<file path="config.mk">
export PLATFORM = sky130hd
export DESIGN_NAME = hpirq_port
export DESIGN_NICKNAME = d
export VERILOG_FILES = /design/src/inc/hpirq_pkg.sv /design/src/hpirq_sync.sv /design/src/hpirq_port.sv
export VERILOG_INCLUDE_DIRS = /design/src /design/src/inc
export SDC_FILE = /design/constraint.sdc
export NUM_CORES = 1
export LEC_CHECK = 0
export BUFFER_PORTS_ARGS = -buffer_cell sky130_fd_sc_hd__buf_4
export CAP_MARGIN = 5
export CORE_MARGIN = 2
export CORE_UTILIZATION = 41
export CTS_CLUSTER_DIAMETER = 30
export DETAILED_ROUTE_END_ITERATION = 10
export PLACE_DENSITY = 0.65
export REMOVE_ABC_BUFFERS = 1
export SYNTH_ARGS = -nofsm -noshare
export SYNTH_HDL_FRONTEND = slang
export SYNTH_HIERARCHICAL = 1
export SYNTH_SLANG_ARGS = --single-unit
</file>
<file path="constraint.sdc">
create_clock -name clk -period 4.39 [get_ports clk]
set_clock_uncertainty 0.15 [all_clocks]
set_input_delay 0.2195 -clock clk [delete_from_list [all_inputs] [get_ports clk]]
set_output_delay 0.2195 -clock clk [all_outputs]
set_load 0.03 [all_outputs]
</file>
<file path="src/inc/hpirq_cfg.svh">
`ifndef HPIRQ_CFG_SVH
`define HPIRQ_CFG_SVH

// ============================================================
// Widths of the register port, channel count and group count.
`define HPIRQ_ADDR_W 5
`define HPIRQ_DATA_W 8
`define HPIRQ_CHANS 8
`define HPIRQ_GROUPS 4

// ============================================================
// Register addresses, one status, mask and flag per group.
`define HPIRQ_A_CA_STAT 5'h04
`define HPIRQ_A_DS_STAT 5'h05
`define HPIRQ_A_CA_MASK 5'h06
`define HPIRQ_A_DS_MASK 5'h07
`define HPIRQ_A_CA_FLAG 5'h08
`define HPIRQ_A_DS_FLAG 5'h09
`define HPIRQ_A_AS_STAT 5'h13
`define HPIRQ_A_AS_MASK 5'h14
`define HPIRQ_A_AS_FLAG 5'h15
`define HPIRQ_A_LC_STAT 5'h16
`define HPIRQ_A_LC_MASK 5'h17
`define HPIRQ_A_LC_FLAG 5'h18

// ============================================================
// Reset values and read value of unmapped addresses.
`define HPIRQ_MASK_RST 8'h00
`define HPIRQ_FLAG_RST 8'h00
`define HPIRQ_UNMAPPED_RD 8'h00

// ============================================================
// Serial word layout: command byte then data byte, first bit first.
`define HPIRQ_SER_BYTE_LAST 3'h7
`define HPIRQ_SER_RW_BIT 0
`define HPIRQ_SER_ADDR_LSB 1
`define HPIRQ_SER_ADDR_MSB 5

`endif

</file>
<file path="src/inc/hpirq_pkg.sv">
`include "hpirq_cfg.svh"

package hpirq_pkg;

  // ============================================================
  // Per-channel bits of the four status groups.
  typedef struct packed {
    logic [7:0] loop_code;
    logic [7:0] alarm_signal;
    logic [7:0] driver_short;
    logic [7:0] carrier_absent;
  } hpirq_group_t;

  // Same bits seen as an indexed array, group 0 is carrier_absent.
  typedef logic [`HPIRQ_GROUPS-1:0][`HPIRQ_DATA_W-1:0] hpirq_grp_arr_t;

  // Parallel port pins as seen after synchronisation.
  typedef struct packed {
    logic cs_n;
    logic strobe_n;
    logic dir;
    logic addr_strobe;
    logic [`HPIRQ_ADDR_W-1:0] addr;
    logic [`HPIRQ_DATA_W-1:0] data;
  } hpirq_par_pins_t;

  // Strap code formed by the three select pins.
  typedef enum logic [2:0] {
    HPIRQ_MODE_SERIAL = 3'h0,
    HPIRQ_MODE_STRB_SEP = 3'h4,
    HPIRQ_MODE_RDWR_SEP = 3'h5,
    HPIRQ_MODE_STRB_MUX = 3'h6,
    HPIRQ_MODE_RDWR_MUX = 3'h7
  } hpirq_mode_t;

  typedef enum logic [1:0] {
    HPIRQ_SER_IDLE = 2'b00,
    HPIRQ_SER_CMD = 2'b01,
    HPIRQ_SER_DATA = 2'b10,
    HPIRQ_SER_HOLD = 2'b11
  } hpirq_ser_state_t;

  typedef enum logic [0:0] {
    HPIRQ_PAR_IDLE = 1'b0,
    HPIRQ_PAR_ACCESS = 1'b1
  } hpirq_par_state_t;

endpackage : hpirq_pkg

</file>
<file path="src/hpirq_sync.sv">
`timescale 1ns/100ps

// ============================================================
// Three-stage input synchroniser; a bit changes once stages two and three agree.
module hpirq_sync #(
  parameter int W = 1,
  parameter logic [W-1:0] RST = '0
) (
  // Clock and reset.
  input wire logic clk,
  input wire logic rst_n,
  // Asynchronous input and its clean copy.
  input wire logic [W-1:0] din,
  output logic [W-1:0] dout
);

  logic [W-1:0] s1;
  logic [W-1:0] s2;
  logic [W-1:0] s3;
  logic [W-1:0] next_dout;

  if (W < 1) begin : g_bad_width
    $error("hpirq_sync needs a width of at least one.");
  end

  // Each bit follows the input only where the last two stages agree.
  always_comb begin
    next_dout = (dout & (s2 ^ s3)) | (s3 & ~(s2 ^ s3));
  end

  // The first stage feeds only the second stage.
  always_ff @(posedge clk or negedge rst_n) begin
    if (!rst_n) begin
      s1 <= RST;
      s2 <= RST;
      s3 <= RST;
      dout <= RST;
    end else begin
      s1 <= din;
      s2 <= s1;
      s3 <= s2;
      dout <= next_dout;
    end
  end

endmodule : hpirq_sync

</file>
<file path="src/hpirq_port.sv">
`timescale 1ns/100ps
`include "hpirq_cfg.svh"

// Function
// - Select pin low (mid-supply) picks serial access, high picks parallel access.
// - Bus-style pin low gives separate address/data, high gives multiplexed bus.
// - Host-style pin low gives data strobe plus direction, high gives read/write strobes.
// - Code 100: chip select, acknowledge, strobe, direction, separate 5-bit address.
// - Code 101: chip select, ready, write and read strobes, separate 5-bit address.
// - Code 111: chip select, ready, read/write strobes, multiplexed address/data bus.
// - A serial access is sixteen bits: command byte first, then data byte.
// - Command byte holds direction flag and five address bits; two bits ignored.
// - Direction flag one shifts the addressed register out during the data byte.
// - Direction flag zero stores the data byte into the addressed mask register; other addresses ignore the write.
// - Interrupt sources are four per-channel status groups.
// - Each status bit shows live whether its condition is present.
// - All groups report through one latched active-low interrupt request.
// - A channel flag is enabled only while its mask bit is one.
// - Any change of an enabled status bit sets its flag and asserts request.
// - The request only pulls low or releases, for a shared pulled-up line.
// - Masks reset to zero; a zero mask blocks flag setting.
// - Reading a group's status register clears that group's flags.
// - Status bits fall back by themselves when the condition ends.
// - The request releases once no flag remains set.
// - Every access mode selects registers with exactly five address bits.
module hpirq_port (
  // Clock and reset.
  input wire logic clk,
  input wire logic rst_n,
  // Mode straps.
  input wire logic serial_parallel_select_pin,
  input wire logic bus_muxing_select_pin,
  input wire logic host_style_select_pin,
  // Serial host port.
  input wire logic serial_clk,
  input wire logic serial_cs_n,
  input wire logic serial_in_line,
  output logic serial_out_line,
  output logic serial_out_oe,
  // Parallel host port.
  input wire logic par_cs_n,
  input wire logic par_strobe_n,
  input wire logic par_dir,
  input wire logic par_addr_strobe,
  input wire logic [`HPIRQ_ADDR_W-1:0] par_addr,
  input wire logic [`HPIRQ_DATA_W-1:0] par_data_in,
  output logic [`HPIRQ_DATA_W-1:0] par_data_out,
  output logic par_data_oe,
  output logic par_ack_n,
  output logic par_rdy,
  // Live condition bits from the detectors.
  input wire hpirq_pkg::hpirq_group_t status_in,
  // Open-drain interrupt request.
  output logic irq_n_out,
  output logic irq_n_oe
);

  import hpirq_pkg::*;

  // ============================================================
  // Register map tables, indexed by group.
  localparam logic [`HPIRQ_ADDR_W-1:0] STAT_A [`HPIRQ_GROUPS] = '{
    `HPIRQ_A_CA_STAT, `HPIRQ_A_DS_STAT, `HPIRQ_A_AS_STAT, `HPIRQ_A_LC_STAT};
  localparam logic [`HPIRQ_ADDR_W-1:0] MASK_A [`HPIRQ_GROUPS] = '{
    `HPIRQ_A_CA_MASK, `HPIRQ_A_DS_MASK, `HPIRQ_A_AS_MASK, `HPIRQ_A_LC_MASK};
  localparam logic [`HPIRQ_ADDR_W-1:0] FLAG_A [`HPIRQ_GROUPS] = '{
    `HPIRQ_A_CA_FLAG, `HPIRQ_A_DS_FLAG, `HPIRQ_A_AS_FLAG, `HPIRQ_A_LC_FLAG};

  // Read decode shared by the serial and parallel engines.
  function automatic logic [`HPIRQ_DATA_W-1:0] rd_word(
    input logic [`HPIRQ_ADDR_W-1:0] a,
    input hpirq_grp_arr_t st,
    input hpirq_grp_arr_t mk,
    input hpirq_grp_arr_t fl);
    logic [`HPIRQ_DATA_W-1:0] r;
    r = `HPIRQ_UNMAPPED_RD;
    for (int g = 0; g < `HPIRQ_GROUPS; g++) begin
      if (a == STAT_A[g]) begin
        r = st[g];
      end
      if (a == MASK_A[g]) begin
        r = mk[g];
      end
      if (a == FLAG_A[g]) begin
        r = fl[g];
      end
    end
    return r;
  endfunction : rd_word

  // ============================================================
  // Input synchronisers.
  logic [2:0] strap;
  logic [2:0] ser_pins;
  hpirq_par_pins_t pp;
  hpirq_mode_t mode;

  hpirq_sync #(.W(3), .RST(3'h0)) u_sync_strap (
    .clk(clk),
    .rst_n(rst_n),
    .din({serial_parallel_select_pin, bus_muxing_select_pin, host_style_select_pin}),
    .dout(strap)
  );

  hpirq_sync #(.W(3), .RST(3'h7)) u_sync_ser (
    .clk(clk),
    .rst_n(rst_n),
    .din({serial_clk, serial_cs_n, serial_in_line}),
    .dout(ser_pins)
  );

  hpirq_sync #(.W($bits(hpirq_par_pins_t)), .RST({4'hf, 13'h0000})) u_sync_par (
    .clk(clk),
    .rst_n(rst_n),
    .din({par_cs_n, par_strobe_n, par_dir, par_addr_strobe, par_addr, par_data_in}),
    .dout(pp)
  );

  // Only the top pin decides serial; the two low pins matter only for parallel.
  assign mode = strap[2] ? hpirq_mode_t'(strap) : HPIRQ_MODE_SERIAL;

  // ============================================================
  // Shared access strobes from either engine.
  logic ser_wr;
  logic ser_rd_done;
  logic [`HPIRQ_ADDR_W-1:0] ser_acc_addr;
  logic [`HPIRQ_DATA_W-1:0] ser_acc_data;
  logic par_wr;
  logic par_rd_done;
  logic [`HPIRQ_ADDR_W-1:0] par_acc_addr;
  logic [`HPIRQ_DATA_W-1:0] par_acc_data;
  logic acc_wr;
  logic acc_rd_done;
  logic [`HPIRQ_ADDR_W-1:0] acc_addr;
  logic [`HPIRQ_DATA_W-1:0] acc_data;

  // Engine of the selected interface owns the register port.
  always_comb begin
    if (mode == HPIRQ_MODE_SERIAL) begin
      acc_wr = ser_wr;
      acc_rd_done = ser_rd_done;
      acc_addr = ser_acc_addr;
      acc_data = ser_acc_data;
    end else begin
      acc_wr = par_wr;
      acc_rd_done = par_rd_done;
      acc_addr = par_acc_addr;
      acc_data = par_acc_data;
    end
  end

  // ============================================================
  // Interrupt registers.
  hpirq_grp_arr_t stat;
  hpirq_grp_arr_t prev;
  hpirq_grp_arr_t mask;
  hpirq_grp_arr_t flag;
  hpirq_grp_arr_t next_mask;
  hpirq_grp_arr_t next_flag;
  logic irq_pend;
  logic next_irq_pend;

  // Detector bits are shown as they are, so they fall back on their own.
  assign stat = status_in;

  // Masks take writes, flags latch enabled edges and clear when status is read.
  always_comb begin
    for (int g = 0; g < `HPIRQ_GROUPS; g++) begin
      next_mask[g] = mask[g];
      if (acc_wr && acc_addr == MASK_A[g]) begin
        next_mask[g] = acc_data;
      end
      next_flag[g] = flag[g];
      if (acc_rd_done && acc_addr == STAT_A[g]) begin
        next_flag[g] = `HPIRQ_FLAG_RST;
      end
      // A new edge in the clearing cycle still sets its flag.
      next_flag[g] = next_flag[g] | (mask[g] & (stat[g] ^ prev[g]));
    end
    next_irq_pend = |next_flag;
  end

  always_ff @(posedge clk or negedge rst_n) begin
    if (!rst_n) begin
      prev <= '0;
      mask <= {`HPIRQ_GROUPS{`HPIRQ_MASK_RST}};
      flag <= {`HPIRQ_GROUPS{`HPIRQ_FLAG_RST}};
      irq_pend <= 1'b0;
    end else begin
      prev <= stat;
      mask <= next_mask;
      flag <= next_flag;
      irq_pend <= next_irq_pend;
    end
  end

  // The request line is never driven high, only pulled low or released.
  assign irq_n_out = 1'b0;
  assign irq_n_oe = irq_pend;

  // ============================================================
  // Serial engine.
  hpirq_ser_state_t ser_state;
  hpirq_ser_state_t next_ser_state;
  logic sclk_prev;
  logic [2:0] bit_cnt;
  logic [2:0] next_bit_cnt;
  logic [`HPIRQ_DATA_W-1:0] in_sh;
  logic [`HPIRQ_DATA_W-1:0] next_in_sh;
  logic [`HPIRQ_DATA_W-1:0] out_sh;
  logic [`HPIRQ_DATA_W-1:0] next_out_sh;
  logic cmd_rd;
  logic next_cmd_rd;
  logic [`HPIRQ_ADDR_W-1:0] cmd_addr;
  logic [`HPIRQ_ADDR_W-1:0] next_cmd_addr;
  logic ser_oe;
  logic next_ser_oe;
  logic s_clk;
  logic s_cs_n;
  logic s_din;
  logic s_rise;
  logic s_fall;

  assign {s_clk, s_cs_n, s_din} = ser_pins;
  assign s_rise = s_clk & ~sclk_prev;
  assign s_fall = ~s_clk & sclk_prev;

  // Bits enter first-bit-first on rising clock; read data leaves on falling clock.
  always_comb begin
    next_ser_state = ser_state;
    next_bit_cnt = bit_cnt;
    next_in_sh = in_sh;
    next_out_sh = out_sh;
    next_cmd_rd = cmd_rd;
    next_cmd_addr = cmd_addr;
    next_ser_oe = ser_oe;
    ser_wr = 1'b0;
    ser_rd_done = 1'b0;
    ser_acc_addr = cmd_addr;
    ser_acc_data = {s_din, in_sh[`HPIRQ_DATA_W-1:1]};
    if (s_cs_n || mode != HPIRQ_MODE_SERIAL) begin
      next_ser_state = HPIRQ_SER_IDLE;
      next_ser_oe = 1'b0;
    end else begin
      case (ser_state)
        HPIRQ_SER_IDLE: begin
          next_ser_state = HPIRQ_SER_CMD;
          next_bit_cnt = 3'h0;
        end
        HPIRQ_SER_CMD: begin
          if (s_rise) begin
            next_in_sh = ser_acc_data;
            next_bit_cnt = bit_cnt + 3'h1;
            if (bit_cnt == `HPIRQ_SER_BYTE_LAST) begin
              // Bits six and seven of the command are dropped here.
              next_cmd_rd = ser_acc_data[`HPIRQ_SER_RW_BIT];
              next_cmd_addr = ser_acc_data[`HPIRQ_SER_ADDR_MSB:`HPIRQ_SER_ADDR_LSB];
              next_ser_state = HPIRQ_SER_DATA;
              next_bit_cnt = 3'h0;
              if (ser_acc_data[`HPIRQ_SER_RW_BIT]) begin
                next_out_sh = rd_word(next_cmd_addr, stat, mask, flag);
                next_ser_oe = 1'b1;
              end
            end
          end
        end
        HPIRQ_SER_DATA: begin
          if (s_rise) begin
            next_in_sh = ser_acc_data;
            next_bit_cnt = bit_cnt + 3'h1;
            if (bit_cnt == `HPIRQ_SER_BYTE_LAST) begin
              ser_wr = ~cmd_rd;
              ser_rd_done = cmd_rd;
              next_ser_state = HPIRQ_SER_HOLD;
            end
          end else if (s_fall && cmd_rd && bit_cnt != 3'h0) begin
            next_out_sh = {1'b0, out_sh[`HPIRQ_DATA_W-1:1]};
          end
        end
        HPIRQ_SER_HOLD: begin
          // Extra clocks are ignored until chip select is released.
          if (s_fall) begin
            next_ser_oe = 1'b0;
          end
        end
        default: begin
          next_ser_state = HPIRQ_SER_IDLE;
        end
      endcase
    end
  end

  always_ff @(posedge clk or negedge rst_n) begin
    if (!rst_n) begin
      ser_state <= HPIRQ_SER_IDLE;
      sclk_prev <= 1'b1;
      bit_cnt <= 3'h0;
      in_sh <= 8'h00;
      out_sh <= 8'h00;
      cmd_rd <= 1'b0;
      cmd_addr <= 5'h00;
      ser_oe <= 1'b0;
    end else begin
      ser_state <= next_ser_state;
      sclk_prev <= s_clk;
      bit_cnt <= next_bit_cnt;
      in_sh <= next_in_sh;
      out_sh <= next_out_sh;
      cmd_rd <= next_cmd_rd;
      cmd_addr <= next_cmd_addr;
      ser_oe <= next_ser_oe;
    end
  end

  assign serial_out_line = out_sh[0];
  assign serial_out_oe = ser_oe;

  // ============================================================
  // Parallel engine.
  hpirq_par_state_t par_state;
  hpirq_par_state_t next_par_state;
  logic is_rdwr;
  logic is_mux;
  logic p_active;
  logic p_read;
  logic p_latch;
  logic acc_rd;
  logic next_acc_rd;
  logic [`HPIRQ_ADDR_W-1:0] mux_addr;
  logic [`HPIRQ_ADDR_W-1:0] next_mux_addr;
  logic [`HPIRQ_ADDR_W-1:0] p_addr;
  logic [`HPIRQ_ADDR_W-1:0] next_p_addr;
  logic [`HPIRQ_DATA_W-1:0] din_hold;
  logic [`HPIRQ_DATA_W-1:0] next_din_hold;
  logic [`HPIRQ_DATA_W-1:0] next_par_data_out;
  logic next_par_data_oe;

  assign is_rdwr = strap[0];
  assign is_mux = strap[1];

  // Strobe style uses strobe plus direction; read/write style uses two strobes.
  always_comb begin
    if (is_rdwr) begin
      p_active = ~pp.cs_n & (~pp.strobe_n | ~pp.dir);
      p_read = ~pp.dir;
      p_latch = pp.addr_strobe;
    end else begin
      p_active = ~pp.cs_n & ~pp.strobe_n;
      p_read = pp.dir;
      p_latch = ~pp.addr_strobe;
    end
  end

  // Access opens on strobe assertion and commits on its release.
  always_comb begin
    next_par_state = par_state;
    next_acc_rd = acc_rd;
    next_p_addr = p_addr;
    next_din_hold = din_hold;
    next_par_data_out = par_data_out;
    next_par_data_oe = par_data_oe;
    next_mux_addr = mux_addr;
    par_wr = 1'b0;
    par_rd_done = 1'b0;
    par_acc_addr = p_addr;
    par_acc_data = din_hold;
    if (is_mux && p_latch && par_state == HPIRQ_PAR_IDLE) begin
      next_mux_addr = pp.data[`HPIRQ_ADDR_W-1:0];
    end
    if (mode == HPIRQ_MODE_SERIAL) begin
      next_par_state = HPIRQ_PAR_IDLE;
      next_par_data_oe = 1'b0;
    end else begin
      case (par_state)
        HPIRQ_PAR_IDLE: begin
          if (p_active) begin
            next_par_state = HPIRQ_PAR_ACCESS;
            next_p_addr = is_mux ? mux_addr : pp.addr;
            next_acc_rd = p_read;
            next_din_hold = pp.data;
            if (p_read) begin
              next_par_data_out = rd_word(next_p_addr, stat, mask, flag);
              next_par_data_oe = 1'b1;
            end
          end
        end
        HPIRQ_PAR_ACCESS: begin
          if (p_active) begin
            next_din_hold = pp.data;
          end else begin
            next_par_state = HPIRQ_PAR_IDLE;
            next_par_data_oe = 1'b0;
            par_wr = ~acc_rd;
            par_rd_done = acc_rd;
          end
        end
        default: begin
          next_par_state = HPIRQ_PAR_IDLE;
        end
      endcase
    end
  end

  always_ff @(posedge clk or negedge rst_n) begin
    if (!rst_n) begin
      par_state <= HPIRQ_PAR_IDLE;
      acc_rd <= 1'b0;
      p_addr <= 5'h00;
      mux_addr <= 5'h00;
      din_hold <= 8'h00;
      par_data_out <= 8'h00;
      par_data_oe <= 1'b0;
    end else begin
      par_state <= next_par_state;
      acc_rd <= next_acc_rd;
      p_addr <= next_p_addr;
      mux_addr <= next_mux_addr;
      din_hold <= next_din_hold;
      par_data_out <= next_par_data_out;
      par_data_oe <= next_par_data_oe;
    end
  end

  // Acknowledge for strobe style, ready for read/write style, during the access.
  assign par_ack_n = ~(par_state == HPIRQ_PAR_ACCESS && !is_rdwr);
  assign par_rdy = (par_state == HPIRQ_PAR_ACCESS) && is_rdwr;

endmodule : hpirq_port

</file>
Yosys cells after proc, flatten, opt, wreduce, memory -nomap -nowiden:

Cells that the tools add are included.

* register bits after elaboration: 247
* input bits: 57
* output and inout port bits: 15
* word-level logic and storage cells: 251

* $add $sub $neg: 1
* eq/ne operators: 51
* muxes and demuxes: 79
* bitwise logic cells: 44
* reductions and logical operators: 36

Operators by type and width (count)
* 8-bit 2-to-1 mux: 35
* 5-bit equality test, second input constant: 16
* 5-bit by 3-bit equality test with 1-bit output, second input constant: 12
* 17-bit bitwise AND: 2
* 8-bit bitwise AND: 4
* 8-bit OR: 4
* 32-bit OR reduction: 1
* 8-bit bitwise XOR: 4
* 1-bit 2-to-1 mux: 28
* 5-bit by 4-bit equality test with 1-bit output, second input constant: 4
* 3-bit != test, second input constant: 6
* 17-bit NOT: 1
* 17-bit OR: 1
* 17-bit bitwise XOR: 1
* 8-bit one-hot mux with 2 select lines: 1
* 1-bit logical AND: 14
* 3-bit bitwise AND: 4
* 3-bit 2-to-1 mux: 4
* 2-bit != test, second input constant: 6
* 1-bit NOT: 12
* 4-bit AND reduction: 3
* 3-bit nonzero test: 4
* 2-bit 2-to-1 mux: 5
* 5-bit 2-to-1 mux: 2
* 24 further kinds: 37

Longest topological paths before layout:

* word-level depth: 17
* depth in mapped cells: 10
* gate-level depth less buffers: 9

Cells and area by module:

Netlist, hierarchy kept.

By module, submodules not included
* hpirq_port: instances 1, cells each 832, area an instance 8446.9 sq um, seq. area each 3854.9 sq um
* hpirq_sync (u_sync_par): instances 1, cells each 85, area an instance 1913.1 sq um, seq. area each 1721.7 sq um
* hpirq_sync (u_sync_ser): instances 1, cells each 15, area an instance 349.1 sq um, seq. area each 315.3 sq um
* hpirq_sync (u_sync_strap): instances 1, cells each 15, area an instance 334.1 sq um, seq. area each 300.3 sq um

Worst setup path after synthesis:

Ideal clock, no wire load.

* kind: reg-to-reg
* from: register bit_cnt[1]
* to: register irq_pend, in the netlist irq_n_oe
* data arrival time: 2281 ps
* data required time: 4105 ps
* setup slack: 1823 ps
* cell stages (with the launch flop): 11
* buffers on the path: 1
* clock period less this slack: 2567 ps
* cell sequence: dfrtp_1 -> ha_1 -> ha_1 -> and3b_1 -> nand3_1 -> o32a_4 -> or3_4 -> buf_6 -> o32a_1 -> nor4_1 -> nand3_1

* cells in the longest elaborated chain, start to end: 10

Ends and longest elaborated chain
* from (decl): line hpirq_port.sv:206 `logic [2:0] bit_cnt;`
* from (signal assigned): line hpirq_port.sv:306 `bit_cnt <= next_bit_cnt;`
* 3-bit equality test (no line) *
* 1-bit 2-to-1 mux *: line hpirq_port.sv:271 `` if (bit_cnt == `HPIRQ_SER_BYTE_LAST) begin ``
* 1-bit 2-to-1 mux *: line hpirq_port.sv:268 `if (s_rise) begin`
* 1-bit 2-to-1 mux *: line hpirq_port.sv:245 `case (ser_state)`
* 1-bit 2-to-1 mux *: line hpirq_port.sv:241 `if (s_cs_n || mode != HPIRQ_MODE_SERIAL) begin`
* 1-bit 2-to-1 mux *: line hpirq_port.sv:139 `if (mode == HPIRQ_MODE_SERIAL) begin`
* 1-bit logical AND: line hpirq_port.sv:174 `if (acc_rd_done && acc_addr == STAT_A[g]) begin`
* 8-bit 2-to-1 mux: line hpirq_port.sv:174
* 8-bit OR: line hpirq_port.sv:178 `next_flag[g] = next_flag[g] | (mask[g] & (stat[g] ^ prev[g]));`
* 32-bit OR reduction *: line hpirq_port.sv:180 `next_irq_pend = |next_flag;`
* named net next_irq_pend: line hpirq_port.sv:161 `logic next_irq_pend;`
* to (signal assigned): line hpirq_port.sv:193 `irq_pend <= next_irq_pend;`
* to (decl): line hpirq_port.sv:160 `logic irq_pend;`

Mark *: on every way through the listed nets, which the timed path passes. The rest lies on a longest branch.
A chain may end at the register's enable or synchronous reset.

==> out/results.tsv <==
metric	value	unit
reg2reg_depth	8	
coreArea	26700	µm²
synthSimpleGateAreaFrac	11.3	%
drtPass1Iterations	7	
ys_seq_area_share	56.1	%
crit_start	ser_state[0]	
max_cap_violations	0	
max-vdd-ir-drop	0.397	mV
synthAdderAreaFrac	3.25	%
num_rows	60	
die_h	168	µm
finalSetupTns	0	ns
mostFrequentLayoutCells	dfrtp_1 (217), nand2_1 (84), buf_4 (83), mux2_2 (63), dlygate4sd3_1 (56)	
cts-resized-gates	0	
cts_max_level	2	
slew_viol_final	0	
synth_xor_area_share	2.70	%
top_level_ports	72	
r2r-start	ser_state[0]	
startpoint_type	flop	
area_growth	29.3	%
final_common_cell	dfrtp_1	
drtIter0Drc	814	
clockBufferDepth	3	
ys_ff_latch	246	
avgSynthCellArea	11.7	µm²
ys.flop_type	dfrtp_1	
max_freq	289	MHz
globalRouteOverflowTotal	0	
grt_pass1_wl	51900	µm
setup_viol	0	
rrSetupSlack	0.93	ns
route.detailed.drc	0	
grt_max_degree	120	
synth-compound-area-share	15.3	%
critPathCapture	irq_n_oe	
initial_core_util	41.3	%
synth_mux_area_share	8.76	%
critical_path_arrival	3.68	ns
crit_path_max_fanout	15	
relSlewSlack	34.0	%
hold_viol_final	0	
routed_wl	33600	µm
ctsRootBufferMaster	clkbuf_16	
final_util	53.4	%
crit_type	flop to flop	
rsz0062_at_grt	false	
grt_pass1_vias	8694	
cts.sinks	246	
synth_top_family_by_area	compound AO/OA/AOI/OAI gates	
crit_required	4.61	ns
critPathCaptureType	flop	
clock_latency	0.57	ns
io_buffers	70	
multiInputGateArea	4560	µm²
period_share	78.7	%
holdCritPathClass	input port to flop	
routedWlPerCell	22.6	µm
grtUsageTotal	24.1	%
status	completed	
reg2reg_to	irq_n_oe	
fp.dieW	168	µm
syn_inst	947	
synth_edf_count	0	
routed-via-count	8629	
cts.clk_slew.worst_paths	0.05	ns
gp_congestion	1.01	
ys_types	73	
leakagePower	0.00623	µW
drive_above_1_share	26.4	%
viasPerCell	5.81	
cts_tree	yes	
powerDensity	543	nW/µm²
dieArea	28300	µm²
ant_nets	0	
holdWs	0.144	ns
dp_hpwl	23800	µm
tightestPinTransition	0.990	ns
fillCellCount	2306	
num-nets-final	1171	
cts_buffers	51	
antenna_cells	0	
seq_area	6190	µm²
antenna_found_initial	0	
ys_async_sr_fraction	100	%
yosys_warnings	6	
netlist_area	11000	µm²
layout_min_cycle_time	3.46	ns
==> stage by stage <==
stage / total power, µW / cells / worst slack (ns) / instance area [µm²]
floorplan: 3430 / 912 / 1.59 / 10900
global placement: 3930 / 1338 / 1.12 / 12000
detailed placement: 3940 / 1338 / 1.05 / 12000
CTS: 7800 / 1485 / 0.981 / 14300
global route: 8070 / 1485 / 0.702 / 14300
finish: 7750 / 1485 / 0.935 / 14300
==> flip-flops by register name, indices dropped and copies added, names as in the netlist, 2 cells and up, named ones only <==
| name | flops |
|---|---|
| flag | 32 |
| mask | 32 |
| prev | 32 |
| u_sync_par/s1 | 17 |
| u_sync_par/s2 | 17 |
| u_sync_par/s3 | 17 |
| din_hold | 8 |
| out_sh | 8 |
| par_data_out | 8 |
| in_sh | 7 |
| cmd_addr | 5 |
| mux_addr | 5 |
| p_addr | 5 |
| bit_cnt | 3 |
| u_sync_ser/s1 | 3 |
| u_sync_ser/s2 | 3 |
| u_sync_ser/s3 | 3 |
| u_sync_strap/s1 | 3 |
| u_sync_strap/s2 | 3 |
| u_sync_strap/s3 | 3 |
| ser_state | 2 |
==> cell families (layout without fill, tap and decap cells) <==
family | after synthesis | in the layout
buf+inv | 70 | 267
other cells | 1 | 1
xor+xnor | 34 | 34
flops | 246 | 246
compound gates | 238 | 238
mux | 85 | 85
simple gates | 242 | 242
fa+ha+maj | 31 | 31
==> how the worst min path moves through the flow <==
stage	startpoint	end	slack (ns)	depth (start not counted)
floorplan	rst_n	acc_rd	-0.23	0
global placement	par_cs_n	u_sync_par/s1[16]	0.18	1
detailed placement	par_addr_strobe	u_sync_par/s1[13]	0.18	1
CTS	par_addr_strobe	u_sync_par/s1[13]	0.12	2
global route	serial_cs_n	u_sync_ser/s1[1]	0.13	2
finish	par_strobe_n	u_sync_par/s1[15]	0.14	2
==> worst max-delay path, cell delays in order (launching register included) <==
cell      delay (ns)
dfrtp_1         0.43
inv_1           0.10
ha_1            0.48
nand3_1         0.22
o32a_4          0.28
or3_4           0.49
a22o_1          0.29
nor4bb_1        0.62
nand3_1         0.18
==> synthesized netlist by cell type (all sizes together), types with 7 or more instances <==
cell type / n / area share (%)
dfrtp: 217 / 49
nand2: 85 / 2.9
mux2: 63 / 6.4
nor2: 50 / 1.7
o21ai: 50 / 2.3
a21oi: 46 / 2.1
inv: 35 / 1.2
xor2: 34 / 2.7
dfstp: 29 / 6.9
maj3: 23 / 2.3
a22oi: 22 / 1.5
a221oi: 20 / 1.6
mux2i: 19 / 1.7
clkbuf: 18 / 0.61
buf: 17 / 0.83
nor3: 16 / 0.73
a22o: 15 / 1.2
nand3: 14 / 0.63
nand4: 9 / 0.51
nor2b: 9 / 0.51
o22ai: 9 / 0.51
ha: 8 / 0.91
nand3b: 8 / 0.54
o211ai: 8 / 0.54
o221ai: 8 / 0.63
a222oi: 7 / 0.63
and2: 7 / 0.40
nand2b: 7 / 0.46
o31ai: 7 / 0.48
==> layer usage <==
metal  share of wire [%]  track usage, %
met1                  42            32.3
met2                  46            38.4
met3                 7.5            4.42
met4                 4.5            10.8
met5                   0               0
==> cell type report <==
class | instances | share of cell area, %
clock buffers | 58 | 9.47
multi-input cells | 631 | 31.9
inverters | 35 | 0.920
well taps | 341 | 2.99
flip-flops and latches | 246 | 43.4
clock inverters | 33 | 2.79
repair buffers | 141 | 8.53
==> what timing repair did <==
action,in CTS,in global routing
hold buffers,56,0
setup endpoints to repair,0,0
buffers inserted,0,0
hold endpoints to repair,185,0
==> report_power, final <==
| part | internal, µW | switching, µW | total [µW] |
|---|---|---|---|
| registers | 2550 | 295 | 2840 |
| clock network | 2470 | 1310 | 3780 |
| logic | 481 | 645 | 1130 |
| total | 5500 | 2250 | 7750 |
Power figures use the tool's default switching activity.
